[src/logic/rcs_defines.svh]
// constants of the remote calibration and serial status block
// assumes one 40 MHz clock; included by bare name
`ifndef RCS_DEFINES_SVH
`define RCS_DEFINES_SVH

// clock and link timing
`define RCS_CLK_HZ 64'd40000000
`define RCS_BAUD 64'd2400
`define RCS_REPORT_MS 64'd2000
`define RCS_WARMUP_S 64'd1800

// report layout
`define RCS_RPT_LAST 5'h1a
`define RCS_RPT_RANGE_MID 5'h07

// range codes
`define RCS_RANGE_CAL 2'h3

// characters
`define RCS_CH_CR 8'h0d
`define RCS_CH_LF 8'h0a
`define RCS_CH_0 8'h30
`define RCS_CH_1 8'h31
`define RCS_CH_C 8'h43
`define RCS_CH_A 8'h41
`define RCS_CH_L 8'h4c
`define RCS_CH_D 8'h44
`define RCS_CH_T 8'h54
`define RCS_CH_DASH 8'h2d

// command words
`define RCS_AUTO_SPAN_CMD 16'h6173
`define RCS_AUTO_ZERO_CMD 16'h617a
`define RCS_STATUS_TOGGLE_CMD 16'h7374
`define RCS_REPROGRAM_CMD 16'h7270
`define RCS_AUTO_RANGE_CMD 16'h7261
`define RCS_MANUAL_RANGE_CMD 16'h726d
`define RCS_CH_FOUR 8'h34

// reset values
`define RCS_RST_STAT_EN 1'b1
`define RCS_RST_WARM 1'b1

`endif

[src/logic/rcs_pkg.sv]
// types of the remote calibration and serial status block
// assumes nothing beyond the defines header
package rcs_pkg;

    typedef enum logic [1:0] {
        RCS_IDLE = 2'b00,
        RCS_ZERO = 2'b01,
        RCS_SPAN = 2'b10
    } rcs_cal_e;

    typedef struct packed {
        logic busy;
        logic [8:0] sh;
        logic [3:0] nbit;
        logic [15:0] cyc;
        logic line;
    } rcs_tx_s;

    typedef struct packed {
        logic s1;
        logic s2;
        logic act;
        logic [7:0] sh;
        logic [3:0] nbit;
        logic [15:0] cyc;
        logic [7:0] data;
        logic valid;
    } rcs_rx_s;

    typedef struct packed {
        rcs_cal_e state;
        logic zero_s1;
        logic zero_s2;
        logic span_s1;
        logic span_s2;
        logic key_s1;
        logic key_s2;
        logic warm;
        logic [39:0] warm_cnt;
        logic [31:0] rep_cnt;
        logic stat_en;
        logic reprog;
        logic man;
        logic [1:0] sel;
        logic [1:0] range_use;
        logic [3:0] relay;
        logic busy;
        logic v_zero;
        logic v_span;
        logic v_sample;
        logic [15:0] hold;
        logic [23:0] rx_buf;
        logic [2:0] rx_len;
        logic tx_act;
        logic tx_valid;
        logic [4:0] tx_idx;
        logic [7:0] tx_data;
    } rcs_main_s;

endpackage

[src/logic/rcs_uart_if.sv]
// byte handshake between the controller and its serial transmitter and receiver
// assumes all parties on ref_clk
`timescale 1ns/10ps
interface rcs_uart_if;
    logic [7:0] tx_data;
    logic tx_valid;
    logic tx_ready;
    logic [7:0] rx_data;
    logic rx_valid;
    modport ctrl (output tx_data, output tx_valid, input tx_ready,
                  input rx_data, input rx_valid);
    modport tx (input tx_data, input tx_valid, output tx_ready);
    modport rx (output rx_data, output rx_valid);
endinterface

[src/logic/rcs_ctrl.sv]
// remote calibration handshake, serial status reports and commands, warm-up lockout
// assumes a 40 MHz ref_clk and rst held at power-up; cal_done_in from the cal core
//
// Operation
// - contact open when idle; remote zero and span polled and accepted
// - requests during calibration are dropped, never queued
// - request still high at completion starts the same calibration again
// - held concentration frozen while the contact is closed
// - contact closed for the whole zero or span calibration
// - zero input selects zero mode, span input selects span mode
// - valve lines follow the current calibration mode
// - range relays ascend by range; relay four is the cal range
// - periodic report: concentration, range, scale, disabled, tripped alarms
// - range sent as 01, 02, 03 or CAL
// - every report item ends in carriage return and line feed
// - autospan and autozero commands start that calibration at once
// - status toggle command flips report suppression
// - reprogram command enables reprogramming
// - link runs 2400 baud, 8 data bits, no parity, 1 stop
// - thirty minute warm-up after power-up, ended early by a key press
// - during warm-up remote calibration ignored and no reports sent
// - every reset restarts the full warm-up
`timescale 1ns/10ps
`include "rcs_defines.svh"
module rcs_ctrl #(
    parameter logic [39:0] WARMUP_CYC = 40'(`RCS_WARMUP_S * `RCS_CLK_HZ),
    parameter logic [31:0] REPORT_CYC = 32'(`RCS_REPORT_MS * `RCS_CLK_HZ / 64'd1000),
    parameter logic [15:0] BIT_CYC = 16'(`RCS_CLK_HZ / `RCS_BAUD)
) (
    // clock and reset
    input wire logic ref_clk,
    input wire logic rst,
    // remote calibration inputs and contact
    input wire logic zero_req_in,
    input wire logic span_req_in,
    output logic cal_contact_closed,
    // calibration core
    input wire logic cal_done_in,
    output logic cal_zero_run,
    output logic cal_span_run,
    // gas valves
    output logic valve_sample,
    output logic valve_zero,
    output logic valve_span,
    // measurement and display
    input wire logic [15:0] conc_bcd_in,
    input wire logic [15:0] scale_bcd_in,
    input wire logic [1:0] auto_range_in,
    input wire logic [2:0] alarm_disabled_in,
    input wire logic [2:0] alarm_tripped_in,
    output logic [15:0] conc_hold_out,
    output logic [3:0] range_relay,
    // front panel
    input wire logic key_press_in,
    output logic warmup_active,
    output logic reprogram_en,
    output logic status_en,
    // serial line
    input wire logic serial_rx,
    output logic serial_tx
);
    localparam rcs_pkg::rcs_main_s MAIN_RST = '{
        state: rcs_pkg::RCS_IDLE,
        warm: `RCS_RST_WARM,
        stat_en: `RCS_RST_STAT_EN,
        v_sample: 1'b1,
        relay: 4'b0001,
        default: '0
    };

    rcs_pkg::rcs_main_s r;
    rcs_pkg::rcs_main_s n;
    rcs_uart_if u ();

    logic is_cr;
    logic two_char_end;
    logic hit_auto_span;
    logic hit_auto_zero;
    logic hit_status_toggle;
    logic hit_reprogram;
    logic hit_auto_range;
    logic hit_manual_range;
    logic [7:0] char_now;

    rcs_uart_tx #(.BIT_CYC(BIT_CYC)) u_tx (
        .ref_clk(ref_clk),
        .rst(rst),
        .u(u.tx),
        .serial_tx(serial_tx)
    );

    rcs_uart_rx #(.BIT_CYC(BIT_CYC)) u_rx (
        .ref_clk(ref_clk),
        .rst(rst),
        .serial_rx(serial_rx),
        .u(u.rx)
    );

    // report character at a position
    function automatic logic [7:0] rpt_char(
        input logic [4:0] i,
        input logic [15:0] conc,
        input logic [1:0] rng,
        input logic [15:0] scale,
        input logic [2:0] dis,
        input logic [2:0] trip
    );
        logic cal;
        cal = (rng == `RCS_RANGE_CAL);
        unique case (i)
            5'h00: rpt_char = `RCS_CH_0 + {4'h0, conc[15:12]};
            5'h01: rpt_char = `RCS_CH_0 + {4'h0, conc[11:8]};
            5'h02: rpt_char = `RCS_CH_0 + {4'h0, conc[7:4]};
            5'h03: rpt_char = `RCS_CH_0 + {4'h0, conc[3:0]};
            5'h06: rpt_char = cal ? `RCS_CH_C : `RCS_CH_0;
            5'h07: rpt_char = cal ? `RCS_CH_A : `RCS_CH_1 + {6'h00, rng};
            5'h08: rpt_char = `RCS_CH_L;
            5'h0b: rpt_char = `RCS_CH_0 + {4'h0, scale[15:12]};
            5'h0c: rpt_char = `RCS_CH_0 + {4'h0, scale[11:8]};
            5'h0d: rpt_char = `RCS_CH_0 + {4'h0, scale[7:4]};
            5'h0e: rpt_char = `RCS_CH_0 + {4'h0, scale[3:0]};
            5'h11: rpt_char = dis[0] ? `RCS_CH_D : `RCS_CH_DASH;
            5'h12: rpt_char = dis[1] ? `RCS_CH_D : `RCS_CH_DASH;
            5'h13: rpt_char = dis[2] ? `RCS_CH_D : `RCS_CH_DASH;
            5'h16: rpt_char = trip[0] ? `RCS_CH_T : `RCS_CH_DASH;
            5'h17: rpt_char = trip[1] ? `RCS_CH_T : `RCS_CH_DASH;
            5'h18: rpt_char = trip[2] ? `RCS_CH_T : `RCS_CH_DASH;
            5'h04, 5'h09, 5'h0f, 5'h14, 5'h19: rpt_char = `RCS_CH_CR;
            default: rpt_char = `RCS_CH_LF;
        endcase
    endfunction

    // command decode on enter
    assign is_cr = u.rx_valid && (u.rx_data == `RCS_CH_CR);
    assign two_char_end = is_cr && (r.rx_len == 3'h2);
    assign hit_auto_span = two_char_end && (r.rx_buf[15:0] == `RCS_AUTO_SPAN_CMD);
    assign hit_auto_zero = two_char_end && (r.rx_buf[15:0] == `RCS_AUTO_ZERO_CMD);
    assign hit_status_toggle = two_char_end && (r.rx_buf[15:0] == `RCS_STATUS_TOGGLE_CMD);
    assign hit_reprogram = two_char_end && (r.rx_buf[15:0] == `RCS_REPROGRAM_CMD);
    assign hit_auto_range = two_char_end && (r.rx_buf[15:0] == `RCS_AUTO_RANGE_CMD);
    assign hit_manual_range = is_cr && (r.rx_len == 3'h3)
        && (r.rx_buf[23:8] == `RCS_MANUAL_RANGE_CMD)
        && (r.rx_buf[7:0] >= `RCS_CH_1) && (r.rx_buf[7:0] <= `RCS_CH_FOUR);
    assign char_now = rpt_char(r.tx_idx, r.hold, r.range_use, scale_bcd_in,
        alarm_disabled_in, alarm_tripped_in);

    always_comb begin
        n = r;
        n.zero_s1 = zero_req_in;
        n.zero_s2 = r.zero_s1;
        n.span_s1 = span_req_in;
        n.span_s2 = r.span_s1;
        n.key_s1 = key_press_in;
        n.key_s2 = r.key_s1;

        // command line buffer
        if (u.rx_valid) begin
            if (u.rx_data == `RCS_CH_CR) begin
                n.rx_len = 3'h0;
            end else if (u.rx_data != `RCS_CH_LF) begin
                n.rx_buf = {r.rx_buf[15:0], u.rx_data};
                n.rx_len = (r.rx_len == 3'h4) ? 3'h4 : r.rx_len + 3'h1;
            end
        end

        if (r.warm) begin
            if (r.key_s2 || (r.warm_cnt == WARMUP_CYC - 40'h1)) begin
                n.warm = 1'b0;
            end else begin
                n.warm_cnt = r.warm_cnt + 40'h1;
            end
        end

        unique case (r.state)
            rcs_pkg::RCS_IDLE: begin
                if (!r.warm) begin
                    if (r.zero_s2 || hit_auto_zero) begin
                        n.state = rcs_pkg::RCS_ZERO;
                    end else if (r.span_s2 || hit_auto_span) begin
                        n.state = rcs_pkg::RCS_SPAN;
                    end
                end
            end
            rcs_pkg::RCS_ZERO, rcs_pkg::RCS_SPAN: begin
                if (cal_done_in) begin
                    n.state = rcs_pkg::RCS_IDLE;
                end
            end
            default: n.state = rcs_pkg::RCS_IDLE;
        endcase

        n.busy = (n.state != rcs_pkg::RCS_IDLE);
        n.v_zero = (n.state == rcs_pkg::RCS_ZERO);
        n.v_span = (n.state == rcs_pkg::RCS_SPAN);
        n.v_sample = (n.state == rcs_pkg::RCS_IDLE);

        if (n.state == rcs_pkg::RCS_IDLE) begin
            n.hold = conc_bcd_in;
        end

        if (hit_auto_range) begin
            n.man = 1'b0;
        end
        if (hit_manual_range) begin
            n.man = 1'b1;
            n.sel = r.rx_buf[1:0] - 2'h1;
        end
        n.range_use = n.busy ? `RCS_RANGE_CAL : (n.man ? n.sel : auto_range_in);
        n.relay = 4'b0001 << n.range_use;

        if (hit_status_toggle) begin
            n.stat_en = !r.stat_en;
        end
        if (hit_reprogram) begin
            n.reprog = 1'b1;
        end

        n.rep_cnt = (r.rep_cnt == REPORT_CYC - 32'h1) ? 32'h0 : r.rep_cnt + 32'h1;
        if ((r.rep_cnt == REPORT_CYC - 32'h1) && r.stat_en && !r.warm && !r.tx_act) begin
            n.tx_act = 1'b1;
            n.tx_idx = 5'h00;
        end

        // report byte handshake
        if (r.tx_valid && u.tx_ready) begin
            n.tx_valid = 1'b0;
            if (r.tx_idx == `RCS_RPT_LAST) begin
                n.tx_act = 1'b0;
            end else if (r.tx_idx == `RCS_RPT_RANGE_MID && r.range_use != `RCS_RANGE_CAL) begin
                n.tx_idx = r.tx_idx + 5'h02;
            end else begin
                n.tx_idx = r.tx_idx + 5'h01;
            end
        end else if (r.tx_act && !r.tx_valid) begin
            n.tx_valid = 1'b1;
            n.tx_data = char_now;
        end
    end

    always_ff @(posedge ref_clk) begin
        if (rst) begin
            r <= MAIN_RST;
        end else begin
            r <= n;
        end
    end

    assign u.tx_valid = r.tx_valid;
    assign u.tx_data = r.tx_data;
    assign cal_contact_closed = r.busy;
    assign cal_zero_run = r.v_zero;
    assign cal_span_run = r.v_span;
    assign valve_sample = r.v_sample;
    assign valve_zero = r.v_zero;
    assign valve_span = r.v_span;
    assign conc_hold_out = r.hold;
    assign range_relay = r.relay;
    assign warmup_active = r.warm;
    assign reprogram_en = r.reprog;
    assign status_en = r.stat_en;
endmodule

[src/logic/rcs_uart_rx.sv]
// serial receiver, 8 data bits, no parity, one stop bit
// assumes serial_rx is asynchronous; idle level high
`timescale 1ns/10ps
module rcs_uart_rx #(
    parameter logic [15:0] BIT_CYC = 16'd16666
) (
    // clock and reset
    input wire logic ref_clk,
    input wire logic rst,
    // line
    input wire logic serial_rx,
    // byte side
    rcs_uart_if.rx u
);
    localparam logic [15:0] HALF_CYC = BIT_CYC >> 1;
    localparam rcs_pkg::rcs_rx_s RX_RST = '{s1: 1'b1, s2: 1'b1, default: '0};
    rcs_pkg::rcs_rx_s r;
    rcs_pkg::rcs_rx_s n;

    // start check mid bit, then sample each bit centre
    always_comb begin
        n = r;
        n.s1 = serial_rx;
        n.s2 = r.s1;
        n.valid = 1'b0;
        if (!r.act) begin
            if (!r.s2) begin
                n.act = 1'b1;
                n.cyc = 16'h0000;
                n.nbit = 4'h0;
            end
        end else if (r.cyc == ((r.nbit == 4'h0) ? HALF_CYC : BIT_CYC) - 16'h0001) begin
            n.cyc = 16'h0000;
            if (r.nbit == 4'h0) begin
                if (r.s2) begin
                    n.act = 1'b0;
                end else begin
                    n.nbit = 4'h1;
                end
            end else if (r.nbit == 4'h9) begin
                n.act = 1'b0;
                if (r.s2) begin
                    n.valid = 1'b1;
                    n.data = r.sh;
                end
            end else begin
                n.sh = {r.s2, r.sh[7:1]};
                n.nbit = r.nbit + 4'h1;
            end
        end else begin
            n.cyc = r.cyc + 16'h0001;
        end
    end

    always_ff @(posedge ref_clk) begin
        if (rst) begin
            r <= RX_RST;
        end else begin
            r <= n;
        end
    end

    assign u.rx_data = r.data;
    assign u.rx_valid = r.valid;
endmodule

[src/logic/rcs_uart_tx.sv]
// serial transmitter, 8 data bits, no parity, one stop bit
// assumes tx_valid holds until tx_ready is seen
`timescale 1ns/10ps
module rcs_uart_tx #(
    parameter logic [15:0] BIT_CYC = 16'd16666
) (
    // clock and reset
    input wire logic ref_clk,
    input wire logic rst,
    // byte side
    rcs_uart_if.tx u,
    // line
    output logic serial_tx
);
    localparam rcs_pkg::rcs_tx_s TX_RST = '{line: 1'b1, default: '0};
    rcs_pkg::rcs_tx_s r;
    rcs_pkg::rcs_tx_s n;

    // frame shifter
    always_comb begin
        n = r;
        if (!r.busy) begin
            n.line = 1'b1;
            if (u.tx_valid) begin
                n.busy = 1'b1;
                n.line = 1'b0;
                n.sh = {1'b1, u.tx_data};
                n.nbit = 4'h0;
                n.cyc = 16'h0000;
            end
        end else if (r.cyc == BIT_CYC - 16'h0001) begin
            n.cyc = 16'h0000;
            if (r.nbit == 4'h9) begin
                n.busy = 1'b0;
            end else begin
                n.line = r.sh[0];
                n.sh = {1'b1, r.sh[8:1]};
                n.nbit = r.nbit + 4'h1;
            end
        end else begin
            n.cyc = r.cyc + 16'h0001;
        end
    end

    always_ff @(posedge ref_clk) begin
        if (rst) begin
            r <= TX_RST;
        end else begin
            r <= n;
        end
    end

    assign u.tx_ready = !r.busy;
    assign serial_tx = r.line;
endmodule
[config.mk]
export PLATFORM = sky130hd
export DESIGN_NAME = rcs_ctrl
export DESIGN_NICKNAME = d
export VERILOG_FILES = /design/src/logic/rcs_pkg.sv /design/src/logic/rcs_uart_if.sv /design/src/logic/rcs_ctrl.sv /design/src/logic/rcs_uart_rx.sv /design/src/logic/rcs_uart_tx.sv
export VERILOG_INCLUDE_DIRS = /design/src /design/src/logic
export SDC_FILE = /design/constraint.sdc
export NUM_CORES = 1
export LEC_CHECK = 0
export BUFFER_PORTS_ARGS = -buffer_cell sky130_fd_sc_hd__buf_2
export CORE_UTILIZATION = 30
export CTS_CLUSTER_SIZE = 25
export DETAILED_ROUTE_END_ITERATION = 10
export SLEW_MARGIN = 20
export SYNTH_ARGS = -nofsm -noshare
export SYNTH_HDL_FRONTEND = slang
export SYNTH_SLANG_ARGS = --single-unit
[constraint.sdc]
create_clock -name ref_clk -period 2.3 [get_ports ref_clk]
set_input_delay 0.115 -clock ref_clk [delete_from_list [all_inputs] [get_ports ref_clk]]
set_output_delay 0.115 -clock ref_clk [all_outputs]
set_load 0.005 [all_outputs]
==> flow_metrics.env <==
export IMPL_multi_input_comb_area_sq_mm=0.005981
export IMPL_overflow=0
export IMPL_area_growth_pct=22.25
export IMPL_grt_pass1_vias=8911
export IMPL_cts_sinks=224
export IMPL_async_reset_ff_share_pct=0
export IMPL_finClkSkew_ns=0.02228
export IMPL_setup_worst_path_end_class="flop"
export IMPL_design_core_area_sq_mm=0.03574
export IMPL_layout_cells_most_common_list="222 x dfxtp_1, 177 x nor2_1, 107 x nand2_1"
export IMPL_setup_viol=4
export IMPL_power_total_mw=8.596
export IMPL_clockBufferDepth=3
export IMPL_hold_start="scale_bcd_in[1]"
export IMPL_fin_crit_sh_pct=101.7
export IMPL_clk_latency_ns=0.54
export IMPL_worstHoldPathCells=6
export IMPL_io_buffers=76
export IMPL_layout_commonest_cell="dfxtp_1"
export IMPL_syn_inst=1280
export IMPL_cts_root_buf="clkbuf_16"
export IMPL_fmax_mhz=427.5
export IMPL_route_detailed_drc=8
export IMPL_syn_avg_cell_area_sq_um=8.537
export IMPL_dr_first_iter_drc_count=522
export IMPL_ant_nets=0
export IMPL_synth_cell_types=78
export IMPL_hold_violations=0
export IMPL_hp_class="input pin to flop"
export IMPL_place_area_sq_mm=0.01216
export IMPL_fillers=3633
export IMPL_min_period_ns=2.339
export IMPL_leakagePower_nw=4.966
export IMPL_tightest_slew_ns=0.5713
export IMPL_drive_gt1_share_pct=18.03
export IMPL_drv_cap=0
export IMPL_yosysWarnings=0
export IMPL_worstSetupPathType="flop to flop"
export IMPL_final_cell_area_sq_mm=0.01336
export IMPL_fin_nets=1476
export IMPL_slew_viol_final=0
export IMPL_slew_headroom_pct=61.77
export IMPL_fp_dieW_um=192.9
export IMPL_worstPathArrival_ns=2.75
export IMPL_violations="design-rule violations, negative setup slack"
export IMPL_critPathMaxFanout=18
export IMPL_synth_edf_count=0
export IMPL_grt_pass1_wl_mm=43.30
export IMPL_reg2reg_depth=7
export IMPL_reg2reg_slack_ns=-0.04
export IMPL_start_util_pct=30.57
export IMPL_ys_seq_area_share_pct=41.04
export IMPL_power_density_mw_per_mm2=643.5
export IMPL_seqCellArea_sq_mm=0.004489
export IMPL_outcome="finished, violations left"
export IMPL_place_gp_congestion=0.8073
export IMPL_crit_required_ns=2.71
export IMPL_num_vias=9466
export IMPL_wl_per_cell_um=13.94
export IMPL_synth_top_area_share_pct=41.04
export IMPL_hpwlAfterDp_mm=18.11
export IMPL_cts_buffers=26
export IMPL_grt_max_degree=91
export IMPL_synth_flop_cell="dfxtp_1"
export IMPL_r2r_end="conc_hold_out[6]"
export IMPL_worst_setup_hold_path_clk_slew_ns=0.06
export IMPL_grt_use_total_pct=13.94
export IMPL_holdPathEnd="u.tx_data[1]"
export IMPL_synth_top_area_cell="dfxtp_1"
export IMPL_via_per_inst=5.032
export IMPL_antenna_found_initial=0
export IMPL_synth_area_sq_mm=0.01093
export IMPL_ys_ff_latch=224
export IMPL_ioPinCount=77
export IMPL_r2r_start="u_rx.u.rx_data[1]"
export IMPL_h_tree_depth=1
export IMPL_vdd_drop_max_uv=472.5
export IMPL_cts_tree="built"
export IMPL_synthTopCellsByArea="dfxtp_1 41%, nor2_1 6.1%, mux2i_1 4.7%, nand2_1 3.7%, ha_1 3.1%"
export IMPL_worst_slack_ns=-0.03897
export IMPL_die_area_sq_mm=0.03719
export IMPL_synth_nets=1354
export IMPL_dr_pass1_iters=8
export IMPL_routed_wl_mm=26.21
export IMPL_grt_setup_unrepaired="yes"
export IMPL_num_rows=69
export IMPL_antennaDiodeCount=0
export IMPL_fp_dieH_um=192.9
export IMPL_start_kind="flop"
-- per-stage QoR --
step,std cells,setup WS [ns],hold slack [ns],utilization [%],setup TNS [ns]
floorplan,1280,0.0002638,0.2188,-,0
global placement,1811,-0.2370,0.3100,34.01,-2.163
detailed placement,1811,-0.06801,0.3101,34.01,-0.6068
CTS,1880,-0.03190,0.1018,37.22,-0.08089
global route,1881,-0.1364,0.1575,37.38,-1.364
finish,1881,-0.03897,0.1242,37.38,-0.07934
-- worst max path at each step --
stage                            startpoint               end  slack [ns]  cells after the start
after global routing      u_rx.u.rx_data[1]  conc_hold_out[6]       -0.14                      7
after detailed placement  u_rx.u.rx_data[1]    range_relay[1]       -0.07                      7
after global placement           u_rx.r[26]        u_rx.r[23]       -0.24                      8
after CTS                 u_rx.u.rx_data[1]  conc_hold_out[3]       -0.03                      7
final                     u_rx.u.rx_data[1]  conc_hold_out[6]       -0.04                      7
after floorplan                  u_rx.r[26]        u_rx.r[28]      0.0003                      8
-- registers in the layout, summed over array words and instances (netlist names), 3 cells and up --
signal and count:
u_rx.u.rx_data 8, n 3, range_relay 4, conc_hold_out 16
u_tx.r 30, u.tx_data 7, u_rx.r 30, r 115
-- worst max-delay path, stage by stage, from the launching register on --
cell and delay (ns):
dfxtp_1 0.31, or4b_4 0.57, nor4_4 0.31, a31oi_2 0.17
a311oi_4 0.32, buf_12 0.21, mux2i_1 0.24, nor2_1 0.07
-- synthesized netlist by cell type, types with 13 or more instances --
cell type,instances
a21oi_1,56
a22oi_1,13
a311oi_1,22
a31oi_1,18
and2_1,13
and3_1,25
and4_1,13
buf_4,23
clkbuf_1,52
dfxtp_1,224
ha_1,27
inv_1,33
mux2i_1,51
nand2_1,108
nand2b_1,18
nand3_1,57
nand4_1,31
nor2_1,177
nor2b_1,20
nor3_1,31
nor4_1,18
o21ai_0,40
xnor2_1,34
xor2_1,28
-- routing by layer --
metal | share of wire (%) | vias to the layer above | global-route usage, % | wire length (um)
met2 | 46 | 139 | 22.97 | 12170
li1 | - | 4815 | - | -
met4 | 3.0 | 0 | 4.512 | 780
met1 | 47 | 4463 | 18.42 | 12320
met3 | 3.6 | 49 | 2.255 | 943
met5 | 0 | - | 0 | 0
-- cell families (layout without fill, tap and decap cells) --
group                      after synthesis  after routing  synth area share [%]
and+or+nand+nor                        573            573                 26.91
buffers and inverters                  123            263                 5.358
adders and majority gates               27             27                 3.091
AOI/OAI and AO/OA                      216            216                 13.56
muxes                                   55             55                 5.084
DFF                                    224            224                 41.04
xor gates and xnor gates                62             62                 4.969
-- cell type report --
type / instances / area share, %
well taps: 461 / 4.318
inverters: 33 / 0.9272
flip-flops and latches: 224 / 33.60
clock buffers: 35 / 5.657
repair buffers: 184 / 9.797
multi-input cells: 933 / 44.77
clock inverters: 11 / 0.9272
-- where the power goes --
| part | internal [mW] | total [mW] | switching, mW | leakage, nW |
|---|---|---|---|---|
| logic | 0.193 | 0.425 | 0.232 | 2.73 |
| clock network | 2.53 | 4.19 | 1.67 | 0.425 |
| registers | 3.93 | 3.98 | 0.0437 | 1.81 |
-- repair_timing --
item	CTS	global route
pin swaps	0	6
setup buffers	0	1
endpoints found under the setup margin	28	54
hold buffers	23	0
hold endpoints to repair	48	0
resized for setup	6	14
No activity file was read; power rests on OpenSTA's default activity.
